## src/slp_pkg.sv

```systemverilog
// Shared constants, types and helpers for the user stream port.
// Assumes one user clock and a fixed lane count.
package slp_pkg;

  localparam int SLP_LANES  = 1;
  localparam int SLP_DATA_W = 64 * SLP_LANES;
  localparam int SLP_KEEP_W = 8 * SLP_LANES;
  localparam int SLP_CNT_W  = $clog2(SLP_KEEP_W + 1);

  typedef enum logic [1:0] {
    SLP_DUPLEX  = 2'h0,
    SLP_TX_ONLY = 2'h1,
    SLP_RX_ONLY = 2'h2
  } slp_dir_t;

  typedef enum logic {
    SLP_TX_DATA = 1'h0,
    SLP_TX_SEP  = 1'h1
  } slp_tx_state_t;

  localparam logic [SLP_DATA_W-1:0] SLP_DATA_RST = '0;
  localparam logic [SLP_KEEP_W-1:0] SLP_KEEP_ALL = '1;
  localparam logic [SLP_KEEP_W-1:0] SLP_KEEP_RST = '0;
  localparam logic [SLP_CNT_W-1:0]  SLP_CNT_RST  = '0;
  localparam logic [SLP_CNT_W-1:0]  SLP_CNT_FULL = SLP_CNT_W'(SLP_KEEP_W);

  // Contiguous low-aligned byte mask holding cnt bytes
  function automatic logic [SLP_KEEP_W-1:0] slp_keep_from_count(
    input logic [SLP_CNT_W-1:0] cnt
  );
    logic [SLP_KEEP_W-1:0] m;
    m = '0;
    for (int i = 0; i < SLP_KEEP_W; i++) begin
      m[i] = (SLP_CNT_W'(i) < cnt);
    end
    return m;
  endfunction

endpackage

```

## src/slp_user_if.sv

```systemverilog
// Carrier joining the core end and the user end of the stream port.
// Assumes both ends run on the same user clock.
`timescale 1ns/100ps
interface slp_user_if;
  import slp_pkg::*;

  logic [SLP_DATA_W-1:0] tx_data;
  logic [SLP_KEEP_W-1:0] tx_keep;
  logic                  tx_last;
  logic                  tx_valid;
  logic                  tx_ready;
  logic [SLP_DATA_W-1:0] rx_data;
  logic [SLP_KEEP_W-1:0] rx_keep;
  logic                  rx_last;
  logic                  rx_valid;

  modport core (
    input  tx_data,
    input  tx_keep,
    input  tx_last,
    input  tx_valid,
    output tx_ready,
    output rx_data,
    output rx_keep,
    output rx_last,
    output rx_valid
  );

  modport user (
    output tx_data,
    output tx_keep,
    output tx_last,
    output tx_valid,
    input  tx_ready,
    input  rx_data,
    input  rx_keep,
    input  rx_last,
    input  rx_valid
  );
endinterface

```

## src/slp_core_port.sv

```systemverilog
// Core end of the user stream port: takes user beats toward the lanes
// and presents lane data to user logic.
// Assumes the lane logic shares the user clock and never stalls receive.
`timescale 1ns/100ps
module slp_core_port
  import slp_pkg::*;
#(
  parameter slp_dir_t DIR     = SLP_DUPLEX,
  parameter bit       FRAMING = 1'b1
) (
  // Clock and reset
  input  wire logic                  clock,
  input  wire logic                  rst,
  // User side
  slp_user_if.core                   port_if,
  // Lane side transmit
  output logic      [SLP_DATA_W-1:0] lane_tx_data,
  output logic                       lane_tx_valid,
  output logic                       lane_tx_sep,
  output logic      [SLP_CNT_W-1:0]  lane_tx_count,
  output logic                       lane_tx_keep_err,
  output logic                       lane_tx_in_frame,
  input  wire logic                  lane_tx_hold,
  // Lane side receive
  input  wire logic [SLP_DATA_W-1:0] lane_rx_data,
  input  wire logic                  lane_rx_valid,
  input  wire logic                  lane_rx_last,
  input  wire logic [SLP_CNT_W-1:0]  lane_rx_count,
  output logic                       lane_rx_in_frame
);

  localparam bit TX_ON = (DIR != SLP_RX_ONLY);
  localparam bit RX_ON = (DIR != SLP_TX_ONLY);

  slp_tx_state_t         tx_state_reg;
  slp_tx_state_t         tx_state_next;
  logic                  tx_take;
  logic                  tx_end;
  logic [SLP_CNT_W-1:0]  keep_cnt;
  logic [SLP_DATA_W-1:0] lane_tx_data_reg;
  logic                  lane_tx_valid_reg;
  logic                  lane_tx_sep_reg;
  logic [SLP_CNT_W-1:0]  lane_tx_count_reg;
  logic                  lane_tx_keep_err_reg;
  logic                  tx_in_frame_reg;
  logic [SLP_DATA_W-1:0] rx_data_reg;
  logic                  rx_valid_reg;
  logic                  rx_last_reg;
  logic [SLP_KEEP_W-1:0] rx_keep_reg;
  logic                  rx_in_frame_reg;

  slp_keep_count u_slp_keep_count (
    .keep  (port_if.tx_keep),
    .count (keep_cnt)
  );

  // ready only while data can move
  assign port_if.tx_ready = TX_ON && !lane_tx_hold &&
                            (tx_state_reg == SLP_TX_DATA);

  // beat taken on ready and valid
  assign tx_take = port_if.tx_ready && port_if.tx_valid;

  assign tx_end = FRAMING && tx_take && port_if.tx_last;

  // Separator takes its own cycle, so ready drops after a frame end
  always_comb begin
    tx_state_next = tx_state_reg;
    unique case (tx_state_reg)
      SLP_TX_DATA: begin
        if (tx_end) begin
          tx_state_next = SLP_TX_SEP;
        end
      end
      SLP_TX_SEP: begin
        if (!lane_tx_hold) begin
          tx_state_next = SLP_TX_DATA;
        end
      end
    endcase
  end

  // all state on the user clock
  always_ff @(posedge clock) begin
    if (rst) begin
      tx_state_reg <= SLP_TX_DATA;
    end else begin
      tx_state_reg <= tx_state_next;
    end
  end

  always_ff @(posedge clock) begin
    if (rst) begin
      lane_tx_data_reg  <= SLP_DATA_RST;
      lane_tx_valid_reg <= 1'b0;
    end else begin
      lane_tx_valid_reg <= tx_take;
      if (tx_take) begin
        lane_tx_data_reg <= port_if.tx_data;
      end
    end
  end

  // keep looked at only on frame end
  always_ff @(posedge clock) begin
    if (rst) begin
      lane_tx_count_reg    <= SLP_CNT_RST;
      lane_tx_keep_err_reg <= 1'b0;
    end else begin
      lane_tx_keep_err_reg <= 1'b0;
      if (tx_take) begin
        lane_tx_count_reg <= tx_end ? keep_cnt : SLP_CNT_FULL;
      end
      // flag a mask with holes or a high start
      if (tx_end) begin
        lane_tx_keep_err_reg <=
          (port_if.tx_keep != slp_keep_from_count(keep_cnt));
      end
    end
  end

  // Separator block carries the final count one cycle after the data
  always_ff @(posedge clock) begin
    if (rst) begin
      lane_tx_sep_reg <= 1'b0;
    end else begin
      lane_tx_sep_reg <= (tx_state_reg == SLP_TX_SEP) && !lane_tx_hold;
    end
  end

  // Frame stays open from first beat until the last beat is taken, ahead of the separator
  always_ff @(posedge clock) begin
    if (rst) begin
      tx_in_frame_reg <= 1'b0;
    end else if (tx_end) begin
      tx_in_frame_reg <= 1'b0;
    end else if (tx_take && FRAMING) begin
      tx_in_frame_reg <= 1'b1;
    end
  end

  assign lane_tx_data     = lane_tx_data_reg;
  assign lane_tx_valid    = lane_tx_valid_reg;
  assign lane_tx_sep      = lane_tx_sep_reg;
  assign lane_tx_count    = lane_tx_count_reg;
  assign lane_tx_keep_err = lane_tx_keep_err_reg;
  assign lane_tx_in_frame = tx_in_frame_reg;

  // every lane beat shown once, no stall possible
  always_ff @(posedge clock) begin
    if (rst) begin
      rx_valid_reg <= 1'b0;
      rx_data_reg  <= SLP_DATA_RST;
    end else begin
      rx_valid_reg <= RX_ON && lane_rx_valid;
      if (RX_ON && lane_rx_valid) begin
        rx_data_reg <= lane_rx_data;
      end
    end
  end

  always_ff @(posedge clock) begin
    if (rst) begin
      rx_last_reg <= 1'b0;
      rx_keep_reg <= SLP_KEEP_RST;
    end else begin
      rx_last_reg <= FRAMING && RX_ON && lane_rx_valid && lane_rx_last;
      if (FRAMING && RX_ON && lane_rx_valid && lane_rx_last) begin
        rx_keep_reg <= slp_keep_from_count(lane_rx_count);
      end else if (FRAMING && RX_ON) begin
        rx_keep_reg <= SLP_KEEP_ALL;
      end else begin
        rx_keep_reg <= SLP_KEEP_RST;
      end
    end
  end

  // Receive frame open between first beat and the last one
  always_ff @(posedge clock) begin
    if (rst) begin
      rx_in_frame_reg <= 1'b0;
    end else if (FRAMING && RX_ON && lane_rx_valid) begin
      rx_in_frame_reg <= !lane_rx_last;
    end
  end

  assign port_if.rx_data  = rx_data_reg;
  assign port_if.rx_valid = rx_valid_reg;
  // unused ports held at zero in streaming builds
  assign port_if.rx_last  = rx_last_reg;
  assign port_if.rx_keep  = rx_keep_reg;
  assign lane_rx_in_frame = rx_in_frame_reg;

endmodule // slp_core_port

```

## src/slp_keep_count.sv

```systemverilog
// Counts set bits of a byte mask.
// Assumes the mask is driven from the user clock domain.
`timescale 1ns/100ps
module slp_keep_count
  import slp_pkg::*;
(
  // Mask in
  input  wire logic [SLP_KEEP_W-1:0] keep,
  // Byte count out
  output logic      [SLP_CNT_W-1:0]  count
);

  always_comb begin
    count = '0;
    for (int i = 0; i < SLP_KEEP_W; i++) begin
      count = count + SLP_CNT_W'(keep[i]);
    end
  end

endmodule // slp_keep_count

```

## src/flat_wrapper.sv

```systemverilog
// flat-port wrapper written by rule: the top's interface ports become plain ports
module slp_core_port_flat import slp_pkg::*;
#(
  parameter slp_dir_t DIR     = SLP_DUPLEX,
  parameter bit       FRAMING = 1'b1
)
  (clock, rst, lane_tx_data, lane_tx_valid, lane_tx_sep, lane_tx_count, lane_tx_keep_err, lane_tx_in_frame, lane_tx_hold, lane_rx_data, lane_rx_valid, lane_rx_last, lane_rx_count, lane_rx_in_frame, port_if_tx_data, port_if_tx_keep, port_if_tx_last, port_if_tx_valid, port_if_tx_ready, port_if_rx_data, port_if_rx_keep, port_if_rx_last, port_if_rx_valid);
  slp_user_if port_if_i ();
  input  wire logic clock;
  input  wire logic rst;
  output logic      [SLP_DATA_W-1:0] lane_tx_data;
  output logic lane_tx_valid;
  output logic lane_tx_sep;
  output logic      [SLP_CNT_W-1:0] lane_tx_count;
  output logic lane_tx_keep_err;
  output logic lane_tx_in_frame;
  input  wire logic lane_tx_hold;
  input  wire logic [SLP_DATA_W-1:0] lane_rx_data;
  input  wire logic lane_rx_valid;
  input  wire logic lane_rx_last;
  input  wire logic [SLP_CNT_W-1:0] lane_rx_count;
  output logic lane_rx_in_frame;
  input wire logic [$bits(port_if_i.tx_data)-1:0] port_if_tx_data;
  input wire logic [$bits(port_if_i.tx_keep)-1:0] port_if_tx_keep;
  input wire logic [$bits(port_if_i.tx_last)-1:0] port_if_tx_last;
  input wire logic [$bits(port_if_i.tx_valid)-1:0] port_if_tx_valid;
  output wire logic [$bits(port_if_i.tx_ready)-1:0] port_if_tx_ready;
  output wire logic [$bits(port_if_i.rx_data)-1:0] port_if_rx_data;
  output wire logic [$bits(port_if_i.rx_keep)-1:0] port_if_rx_keep;
  output wire logic [$bits(port_if_i.rx_last)-1:0] port_if_rx_last;
  output wire logic [$bits(port_if_i.rx_valid)-1:0] port_if_rx_valid;
  assign port_if_i.tx_data = port_if_tx_data;
  assign port_if_i.tx_keep = port_if_tx_keep;
  assign port_if_i.tx_last = port_if_tx_last;
  assign port_if_i.tx_valid = port_if_tx_valid;
  assign port_if_tx_ready = port_if_i.tx_ready;
  assign port_if_rx_data = port_if_i.rx_data;
  assign port_if_rx_keep = port_if_i.rx_keep;
  assign port_if_rx_last = port_if_i.rx_last;
  assign port_if_rx_valid = port_if_i.rx_valid;
  slp_core_port #(.DIR(DIR), .FRAMING(FRAMING)) u_core (.clock(clock), .rst(rst), .port_if(port_if_i), .lane_tx_data(lane_tx_data), .lane_tx_valid(lane_tx_valid), .lane_tx_sep(lane_tx_sep), .lane_tx_count(lane_tx_count), .lane_tx_keep_err(lane_tx_keep_err), .lane_tx_in_frame(lane_tx_in_frame), .lane_tx_hold(lane_tx_hold), .lane_rx_data(lane_rx_data), .lane_rx_valid(lane_rx_valid), .lane_rx_last(lane_rx_last), .lane_rx_count(lane_rx_count), .lane_rx_in_frame(lane_rx_in_frame));
endmodule
```

## config.mk

```make
export PLATFORM = sky130hd
export DESIGN_NAME = slp_core_port_flat
export DESIGN_NICKNAME = d
export VERILOG_FILES = /design/src/slp_pkg.sv /design/src/slp_user_if.sv /design/src/slp_core_port.sv /design/src/slp_keep_count.sv /design/src/flat_wrapper.sv
export SDC_FILE = /design/constraint.sdc
export NUM_CORES = 1
export LEC_CHECK = 0
export BUFFER_PORTS_ARGS = -buffer_cell sky130_fd_sc_hd__buf_2
export CAP_MARGIN = 20
export CORE_AREA = 2 2 115 117
export CTS_BUF_LIST = sky130_fd_sc_hd__clkbuf_2
export CTS_CLUSTER_DIAMETER = 200
export CTS_CLUSTER_SIZE = 25
export DETAILED_ROUTE_END_ITERATION = 8
export DIE_AREA = 0 0 117 119
export GPL_TIMING_DRIVEN = 0
export HOLD_SLACK_MARGIN = 0.1
export PLACE_DENSITY = 0.87
export SKIP_LAST_GASP = 1
export SYNTH_ARGS = -nofsm -noshare
export SYNTH_HDL_FRONTEND = slang
export SYNTH_SLANG_ARGS = --single-unit
```

## constraint.sdc

```tcl
create_clock -name clock -period 5.5 [get_ports clock]
set_clock_uncertainty 0.2 [all_clocks]
set_input_delay 0.275 -clock clock [delete_from_list [all_inputs] [get_ports clock]]
set_output_delay 0.275 -clock clock [all_outputs]
set_load 0.03 [all_outputs]
```

==> reports/summary.txt, run 1 <==
status = did not finish
Stopped at = 4_1_cts
First Err = [ERROR RSZ-0060] Max buffer count reached.
Syn. warnings = 0
Seq/Total Area, Yosys = 54.9%
root buffer cell = clkbuf_2
Post-synth EDFFs = 0
cell taking the most area after synthesis = dfxtp_1
DPL Wire Length = 12.4 mm
total number of H-tree levels = 4
Num CTS Buffers = 17
IO Port Bufs = 293
Synth Flop Type = dfxtp_1
placer congestion estimate = 0.835
postcts setup bufs = 0
Die H = 119 µm
Mapped Cells = 600
Initial Util = 41.9%
Post-CTS Hold Buffers = 222
CTS Buffer Depth = 2
# rows = 42
area fraction of the dominant cell type after synthesis = 54.9%
Mapped Nets = 754
post_cts resized = 0
synth top area cells = dfxtp_1 55%, mux2i_1 12%, nand2_1 9.7%
Async SR Flop Fraction = 0%
Seq cells post-synth = 148
die width = 117 µm
post-synth design cell area = 0.00540 mm²
syn avg cell area = 9.00 µm²
Distinct cells, synth = 33
Ports = 295
CTS sink cnt = 148
Placed Area = 0.00708 mm²
cell families after synthesis:
kind of cell | share of synthesized area (%)
multiplexers | 11.9
adder cells (fa/ha/maj) | 2.18
flip-flops | 54.9
AND/OR/NAND/NOR | 17.1
buffers and inverters | 3.87
AO/OA/AOI/OAI | 9.30
XOR/XNOR | 0.811
stage by stage:
| step | utilization, % | std cells | setup WS (ns) |
|---|---|---|---|
| after detailed placement | 55.0 | 1069 | 1.38 |
| after global placement | 55.0 | 1069 | 1.45 |
| after floorplan | - | 600 | 1.77 |
cell usage after synthesis (2+ instances only):
master and instances:
a32oi_1 2, ha_1 3, a211oi_1 2, a21oi_1 76, nand3_1 7, dfxtp_1 148
nand2_1 139, o21ai_0 5, fa_1 4, mux2i_1 64, nor3_1 2, clkbuf_1 27
buf_2 11, buf_1 2, a21o_1 2, a31oi_1 2, xnor2_1 2, xor2_1 3
nor2_1 76, nor3b_1 2, inv_1 9
==> run 2, diff against run 1 <==
- CORE_AREA: 2 2 115 117 -> unset
- CORE_UTILIZATION: unset -> 40
- CTS_BUF_LIST: sky130_fd_sc_hd__clkbuf_2 -> unset
- CTS_CLUSTER_DIAMETER: 200 -> unset
- CTS_CLUSTER_SIZE: 25 -> unset
- DIE_AREA: 0 0 117 119 -> unset
- HOLD_SLACK_MARGIN: 0.1 -> unset
- PLACE_DENSITY: 0.87 -> unset
- PLACE_DENSITY_LB_ADDON: unset -> 0.15
==> run 2 against run 1 <==
  * Synthesized cell count did not move
  * Synthesized area did not move
  * The run now ends clean
==> reports/summary.txt, run 2 <==
layout cells sized above 1 = 31.4%
die width = 118 µm
commonest non-fill, non-tap cell in the layout = buf_2
Clock transition at path regs = 0.06 ns
worst slew pin tran = 0.622 ns
Final min period = 3.72 ns
Net Switching = 0.000795 W
CTS tree = built
GR Layer Usage met3 = 7.19%
post-synth design cell area = 0.00540 mm²
Commonest cells post-synth = 148 x dfxtp_1, 139 x nand2_1, 76 x a21oi_1, 76 x nor2_1, 64 x mux2i_1
Syn. warnings = 0
CP dominant cell by count = fa_1
relative slew slack = 58.6%
Setup crit end kind = register
FF/Latch Area = 0.00296 mm²
period utilisation layout = 67.6%
placer congestion estimate = 0.788
vias in the first global route = 5653
commonest cells after routing, fill and taps aside = 304 x buf_2, 148 x dfxtp_1, 140 x dlygate4sd3_1
initial antenna violation count = 0
final worst-path setup slack = 1.78 ns
slowest stage delay, CP = 0.53 ns
Peak supply drop = 0.000168 V
total number of H-tree levels = 4
total gr overflow = 0
Post-synth EDFFs = 0
postcts setup bufs = 0
Setup CP Type = primary input to register
P_leak = 4.45 nW
CP Launch Type = primary input
Final Hold Fails = 0
Async SR Flop Fraction = 0%
first-pass GRT wire length = 28.1 mm
IO Port Bufs = 293
# rows = 42
global-route layer with the greatest usage = met2
syn avg cell area = 9.00 µm²
core area = 0.0132 mm²
Synth Flop Type = dfxtp_1
clk_lat worst skew = 0.41 ns
area grow syn2layout = 68.4%
drt wl/cell = 14.5 µm
Mapped Nets = 754
total power = 0.00291 W
Initial DRC Count = 272
DR vias/cell = 4.69
Distinct cells, synth = 33
Filler Cell Count = 1065
CTS Buffer Depth = 2
setup_tns = 0 ns
Routed WL = 18.0 mm
Initial Util = 40.9%
Seq/Total Area, Yosys = 54.9%
max frequency = 269 MHz
pwr dens = 321 mW/mm²
RSZ-0062 raised after global routing = false
post_cts resized = 0
DRT Pass-1 Iters = 4
internal power = 0.00212 W
switch share = 27.3%
Comb pwr share = 19.7%
Max Cap Viol = 0
most frequent cell after synthesis = dfxtp_1
Final #Nets = 1206
DPL Wire Length = 11.6 mm
root buffer cell = clkbuf_16
antenna cells = 0
Placed Area = 0.00708 mm²
DR DRC count = 0
Num CTS Buffers = 17
CTS sink cnt = 148
met1 usage = 28.8%
Slew Limit Fails = 0
multi-input logic area = 0.00223 mm²
GRT Resource Usage Total = 25.6%
ANT nets after route = 0
cell area after layout = 0.00909 mm²
Max FO, Critical Path = 6
Hold Crit Class = primary input to register
share of power burned in registers = 39.7%
cell taking the most area after synthesis = dfxtp_1
status = complete, no violations
worst hold slack = 0.0299 ns
Seq cells post-synth = 148
Place WS = 1.36 ns
routed vias = 5815
CP cell instances = buf_2 -> fa_1 -> inv_1 -> fa_1 -> fa_1 -> inv_1 -> ha_1 -> fa_1 -> nor2_1 -> a31oi_1 -> or4_1 -> a32oi_1 -> a31oi_1
power share of the clock group = 40.5%
Post-CTS Hold Buffers = 140
Die H = 118 µm
critical path arrival = 3.80 ns
CP max-delay cell = fa_1
M2 GR Usage = 44.6%
area fraction of the dominant cell type after synthesis = 54.9%
Mapped Cells = 600
final setup fails = 0
CP required = 5.58 ns
DIE AREA = 0.0140 mm²
synth top area cells = dfxtp_1 55%, mux2i_1 12%, nand2_1 9.7%
largest net degree at the start of global routing = 17
Ports = 295
run 2: worst paths after layout:
check / endpoint / from / depth (start not counted) / slack, ns
max: u_core.lane_tx_keep_err / port_if_tx_keep[0] / 13 / 1.78
max reg2reg: u_core.lane_tx_count[3] / u_core.tx_state_reg / 5 / 3.57
min: u_core.port_if.rx_last / lane_rx_valid / 3 / 0.03
min reg2reg: u_core.lane_tx_data[49] / u_core.lane_tx_data[49] / 2 / 0.25
run 2: per-layer routing:
| metal | up-vias | part of all wire, % |
|---|---|---|
| met5 | - | 0 |
| met4 | 0 | 3.6 |
| met3 | 48 | 6.4 |
| met2 | 232 | 49 |
| met1 | 2654 | 41 |
| li1 | 2881 | - |
run 2: per-stage QoR:
stage | util (%) | instances
after floorplan | - | 600
after global placement | 53.7 | 1069
after detailed placement | 53.7 | 1069
after CTS | 68.9 | 1240
after global routing | 68.9 | 1240
final | 68.9 | 1240
run 2: worst max-delay path: cells and delay by family:
kind	cells	cell delay [ns]
fa+ha+maj	5	2.21
simple gates	2	0.64
compound gates	3	0.44
buf+inv	3	0.23
run 2: logic make-up after synthesis:
kind of cell               count (synthesis)  synth area share [%]
and+or+nand+nor                          233                  17.1
DFF                                      148                  54.9
AOI/OAI and AO/OA                         93                  9.30
muxes                                     64                  11.9
buffers and inverters                     50                  3.87
adders and majority gates                  7                  2.18
xor gates and xnor gates                   5                 0.811
run 2: power groups by stage:
stage / Clock [W] / Combinational (W) / Sequential [W]
2_1_floorplan: 0 / 0.000203 / 0.00129
3_3_place_gp: 0 / 0.000485 / 0.00118
3_5_place_dp: 0 / 0.000488 / 0.00118
4_1_cts: 0.00120 / 0.000568 / 0.00116
5_1_grt: 0.00125 / 0.000620 / 0.00116
6_report: 0.00118 / 0.000575 / 0.00116
run 2: area by class of cell:
type / count / share of cell area, %
clock buffers: 23 / 5.26
inverters: 9 / 0.372
well taps: 176 / 2.42
repair buffers: 433 / 31.6
multi-input cells: 402 / 24.5
flip-flops and latches: 148 / 32.6
clock inverters: 8 / 1.36
plain buffers: 41 / 1.93
No activity file was read; power rests on OpenSTA's default activity.
==> run 3, diff against run 2 <==
- ABC_AREA: unset -> 1
- clock period: 5.5 -> 3.4 ns (I/O delays scaled with it)
==> run 3 against run 2 <==
  * Non-clock buffer count rose by 12
  * Design area rose by 2.0%
  * Sequential power increased by 65%
  * Register-to-register slack lost 1.7 ns
  * Utilization is 1.1 points higher
  * Hold slack got worse by 0.017 ns
  * Largest cell class unchanged
  * Power grew 72%
  * Wire length grew 8.3%
  * Clock power rose by 72%
  * Global-route usage rose by 2.4 points
  * Cell count increased by 8.6%
  * Critical path type unchanged
  * Synthesized cell count is 16% higher
==> reports/summary.txt, run 3 <==
Setup CP Type = primary input to register
area grow syn2layout = 70.4%
DPL Wire Length = 12.1 mm
vias in the first global route = 6373
P_leak = 4.64 nW
max frequency = 305 MHz
Synth Flop Type = dfxtp_1
antenna cells = 0
total power = 0.00500 W
Initial Util = 41.1%
postcts setup bufs = 0
first-pass GRT wire length = 30.8 mm
Non-Filler Instances = 1347
Seq cells post-synth = 148
R2R Path End = u_core.lane_tx_data[16]
Final min period = 3.28 ns
worst slew pin tran = 0.529 ns
CTS tree = built
commonest non-fill, non-tap cell in the layout = buf_2
Syn. warnings = 0
Initial DRC Count = 224
clk_lat worst skew = 0.41 ns
Routed WL = 19.5 mm
final worst-path setup slack = 0.117 ns
ANT nets after route = 0
CP Launch Type = primary input
post-synth design cell area = 0.00544 mm²
pwr dens = 540 mW/mm²
Max Cap Viol = 0
total number of H-tree levels = 4
DRT Pass-1 Iters = 5
root buffer cell = clkbuf_16
internal power = 0.00358 W
DP Cell Count = 1166
most frequent cell after synthesis = nor2_1
Clock transition at path regs = 0.06 ns
worst reg2reg startpoint = u_core.tx_state_reg
Worst Hold End = u_core.port_if.rx_data[22]
relative slew slack = 64.8%
IO Port Bufs = 293
DR vias/cell = 4.70
Max FO, Critical Path = 4
placer congestion estimate = 0.813
Async SR Flop Fraction = 0%
final setup fails = 0
Comb pwr share = 21.4%
reg-to-reg slack, setup = 1.84 ns
switch share = 28.5%
die width = 119 µm
synth top area cells = dfxtp_1 54%, nor2_1 19%, o21ai_0 12%
Peak supply drop = 0.000357 V
CP required = 3.51 ns
DIE AREA = 0.0141 mm²
period utilisation layout = 96.6%
cell taking the most area after synthesis = dfxtp_1
syn avg cell area = 7.81 µm²
core area = 0.0132 mm²
WHS Path Cells = 3
Final #Nets = 1312
worst r2r path cells = 5
status = complete, no violations
layout cells sized above 1 = 30.4%
Distinct cells, synth = 23
Num CTS Buffers = 17
Net Switching = 0.00142 W
drt wl/cell = 14.5 µm
Setup crit end kind = register
# rows = 42
fin util = 70.0%
largest net degree at the start of global routing = 17
CTS Buffer Depth = 2
Place WS = -0.273 ns
critical path arrival = 3.39 ns
Seq/Total Area, Yosys = 54.5%
Mapped Cells = 697
share of power burned in registers = 38.1%
initial antenna violation count = 0
total gr overflow = 0
DR DRC count = 0
Ports = 295
hold_sp = lane_rx_valid
Mapped Nets = 851
Final Hold Fails = 0
Worst setup startpoint = port_if_tx_keep[0]
area fraction of the dominant cell type after synthesis = 54.5%
Hold Crit Class = primary input to register
Post-synth EDFFs = 0
commonest cells after routing, fill and taps aside = 303 x buf_2, 274 x nor2_1, 149 x dlygate4sd3_1
Commonest cells post-synth = 274 x nor2_1, 148 x dfxtp_1, 132 x o21ai_0
power share of the clock group = 40.5%
routed vias = 6335
CTS sink cnt = 148
Die H = 119 µm
GRT Resource Usage Total = 28.0%
Slew Limit Fails = 0
[run 3: worst max path at each step]
| stage | slack (ns) | endpoint |
|---|---|---|
| 2_1_floorplan | 0.10 | u_core.lane_tx_keep_err |
| 3_3_place_gp | -0.27 | u_core.lane_tx_keep_err |
| 3_5_place_dp | -0.27 | u_core.lane_tx_keep_err |
| 4_1_cts | 0.15 | u_core.lane_tx_keep_err |
| 5_1_grt | -0.007 | u_core.lane_tx_keep_err |
| 6_report | 0.12 | u_core.lane_tx_keep_err |
[run 3: routing by layer]
layer  track usage (%)  wire, µm  up-vias
li1                  -         -     3135
met1              30.0      7560     2856
met2              49.7      9690      285
met3              8.06      1520       59
met4              14.6       744        0
met5                 0         0        -
[run 3: area by class of cell]
cell class	count	area, µm²
Inverter	27	101
Buffer	44	245
Fill cell	1051	3970
Sequential cell	148	2960
Tap cell	176	220
Timing Repair Buffer	442	2960
Multi-Input combinational cell	478	2140
Clock inverter	8	146
Clock buffer	24	492
[run 3: kinds of logic after synthesis]
kind of cell | after synthesis | share of synthesized area [%]
XOR/XNOR | 1 | 0.161
AND/OR/NAND/NOR | 331 | 23.9
flip-flops | 148 | 54.5
AO/OA/AOI/OAI | 139 | 12.9
buffers and inverters | 71 | 6.37
adder cells (fa/ha/maj) | 7 | 2.16
[run 3: critical path, stage by stage]
cell,delay (ns)
buf_2,0.13
fa_1,0.53
inv_1,0.05
fa_1,0.46
fa_1,0.50
inv_1,0.04
ha_2,0.18
fa_2,0.58
inv_1,0.09
nand2_1,0.08
nand3_1,0.10
nand3_1,0.10
nand2_1,0.08
nor2_1,0.08
nand2_1,0.06
nor2_1,0.10
nor2_1,0.04
[run 3: what timing repair did]
item                                    CTS  global route
endpoints found under the setup margin    0             1
hold endpoints to repair                145             0
hold buffers                            149             0
resized for setup                         0             4
[run 3: power groups by stage]
stage	clock network, W	logic [W]	registers, W
floorplan	0	0.000359	0.00218
global placement	0	0.000895	0.00194
detailed placement	0	0.000902	0.00194
CTS	0.00205	0.00104	0.00190
global route	0.00214	0.00116	0.00192
finish	0.00203	0.00107	0.00191
[run 3: per-stage QoR]
step / hold WS (ns) / area [µm²] / setup TNS (ns)
2_1_floorplan: 0.0391 / 5440 / 0
3_3_place_gp: 0.192 / 7130 / -0.270
3_5_place_dp: 0.192 / 7130 / -0.273
4_1_cts: 0.00187 / 9260 / 0
5_1_grt: 0.0285 / 9270 / -0.00652
6_report: 0.0126 / 9270 / 0
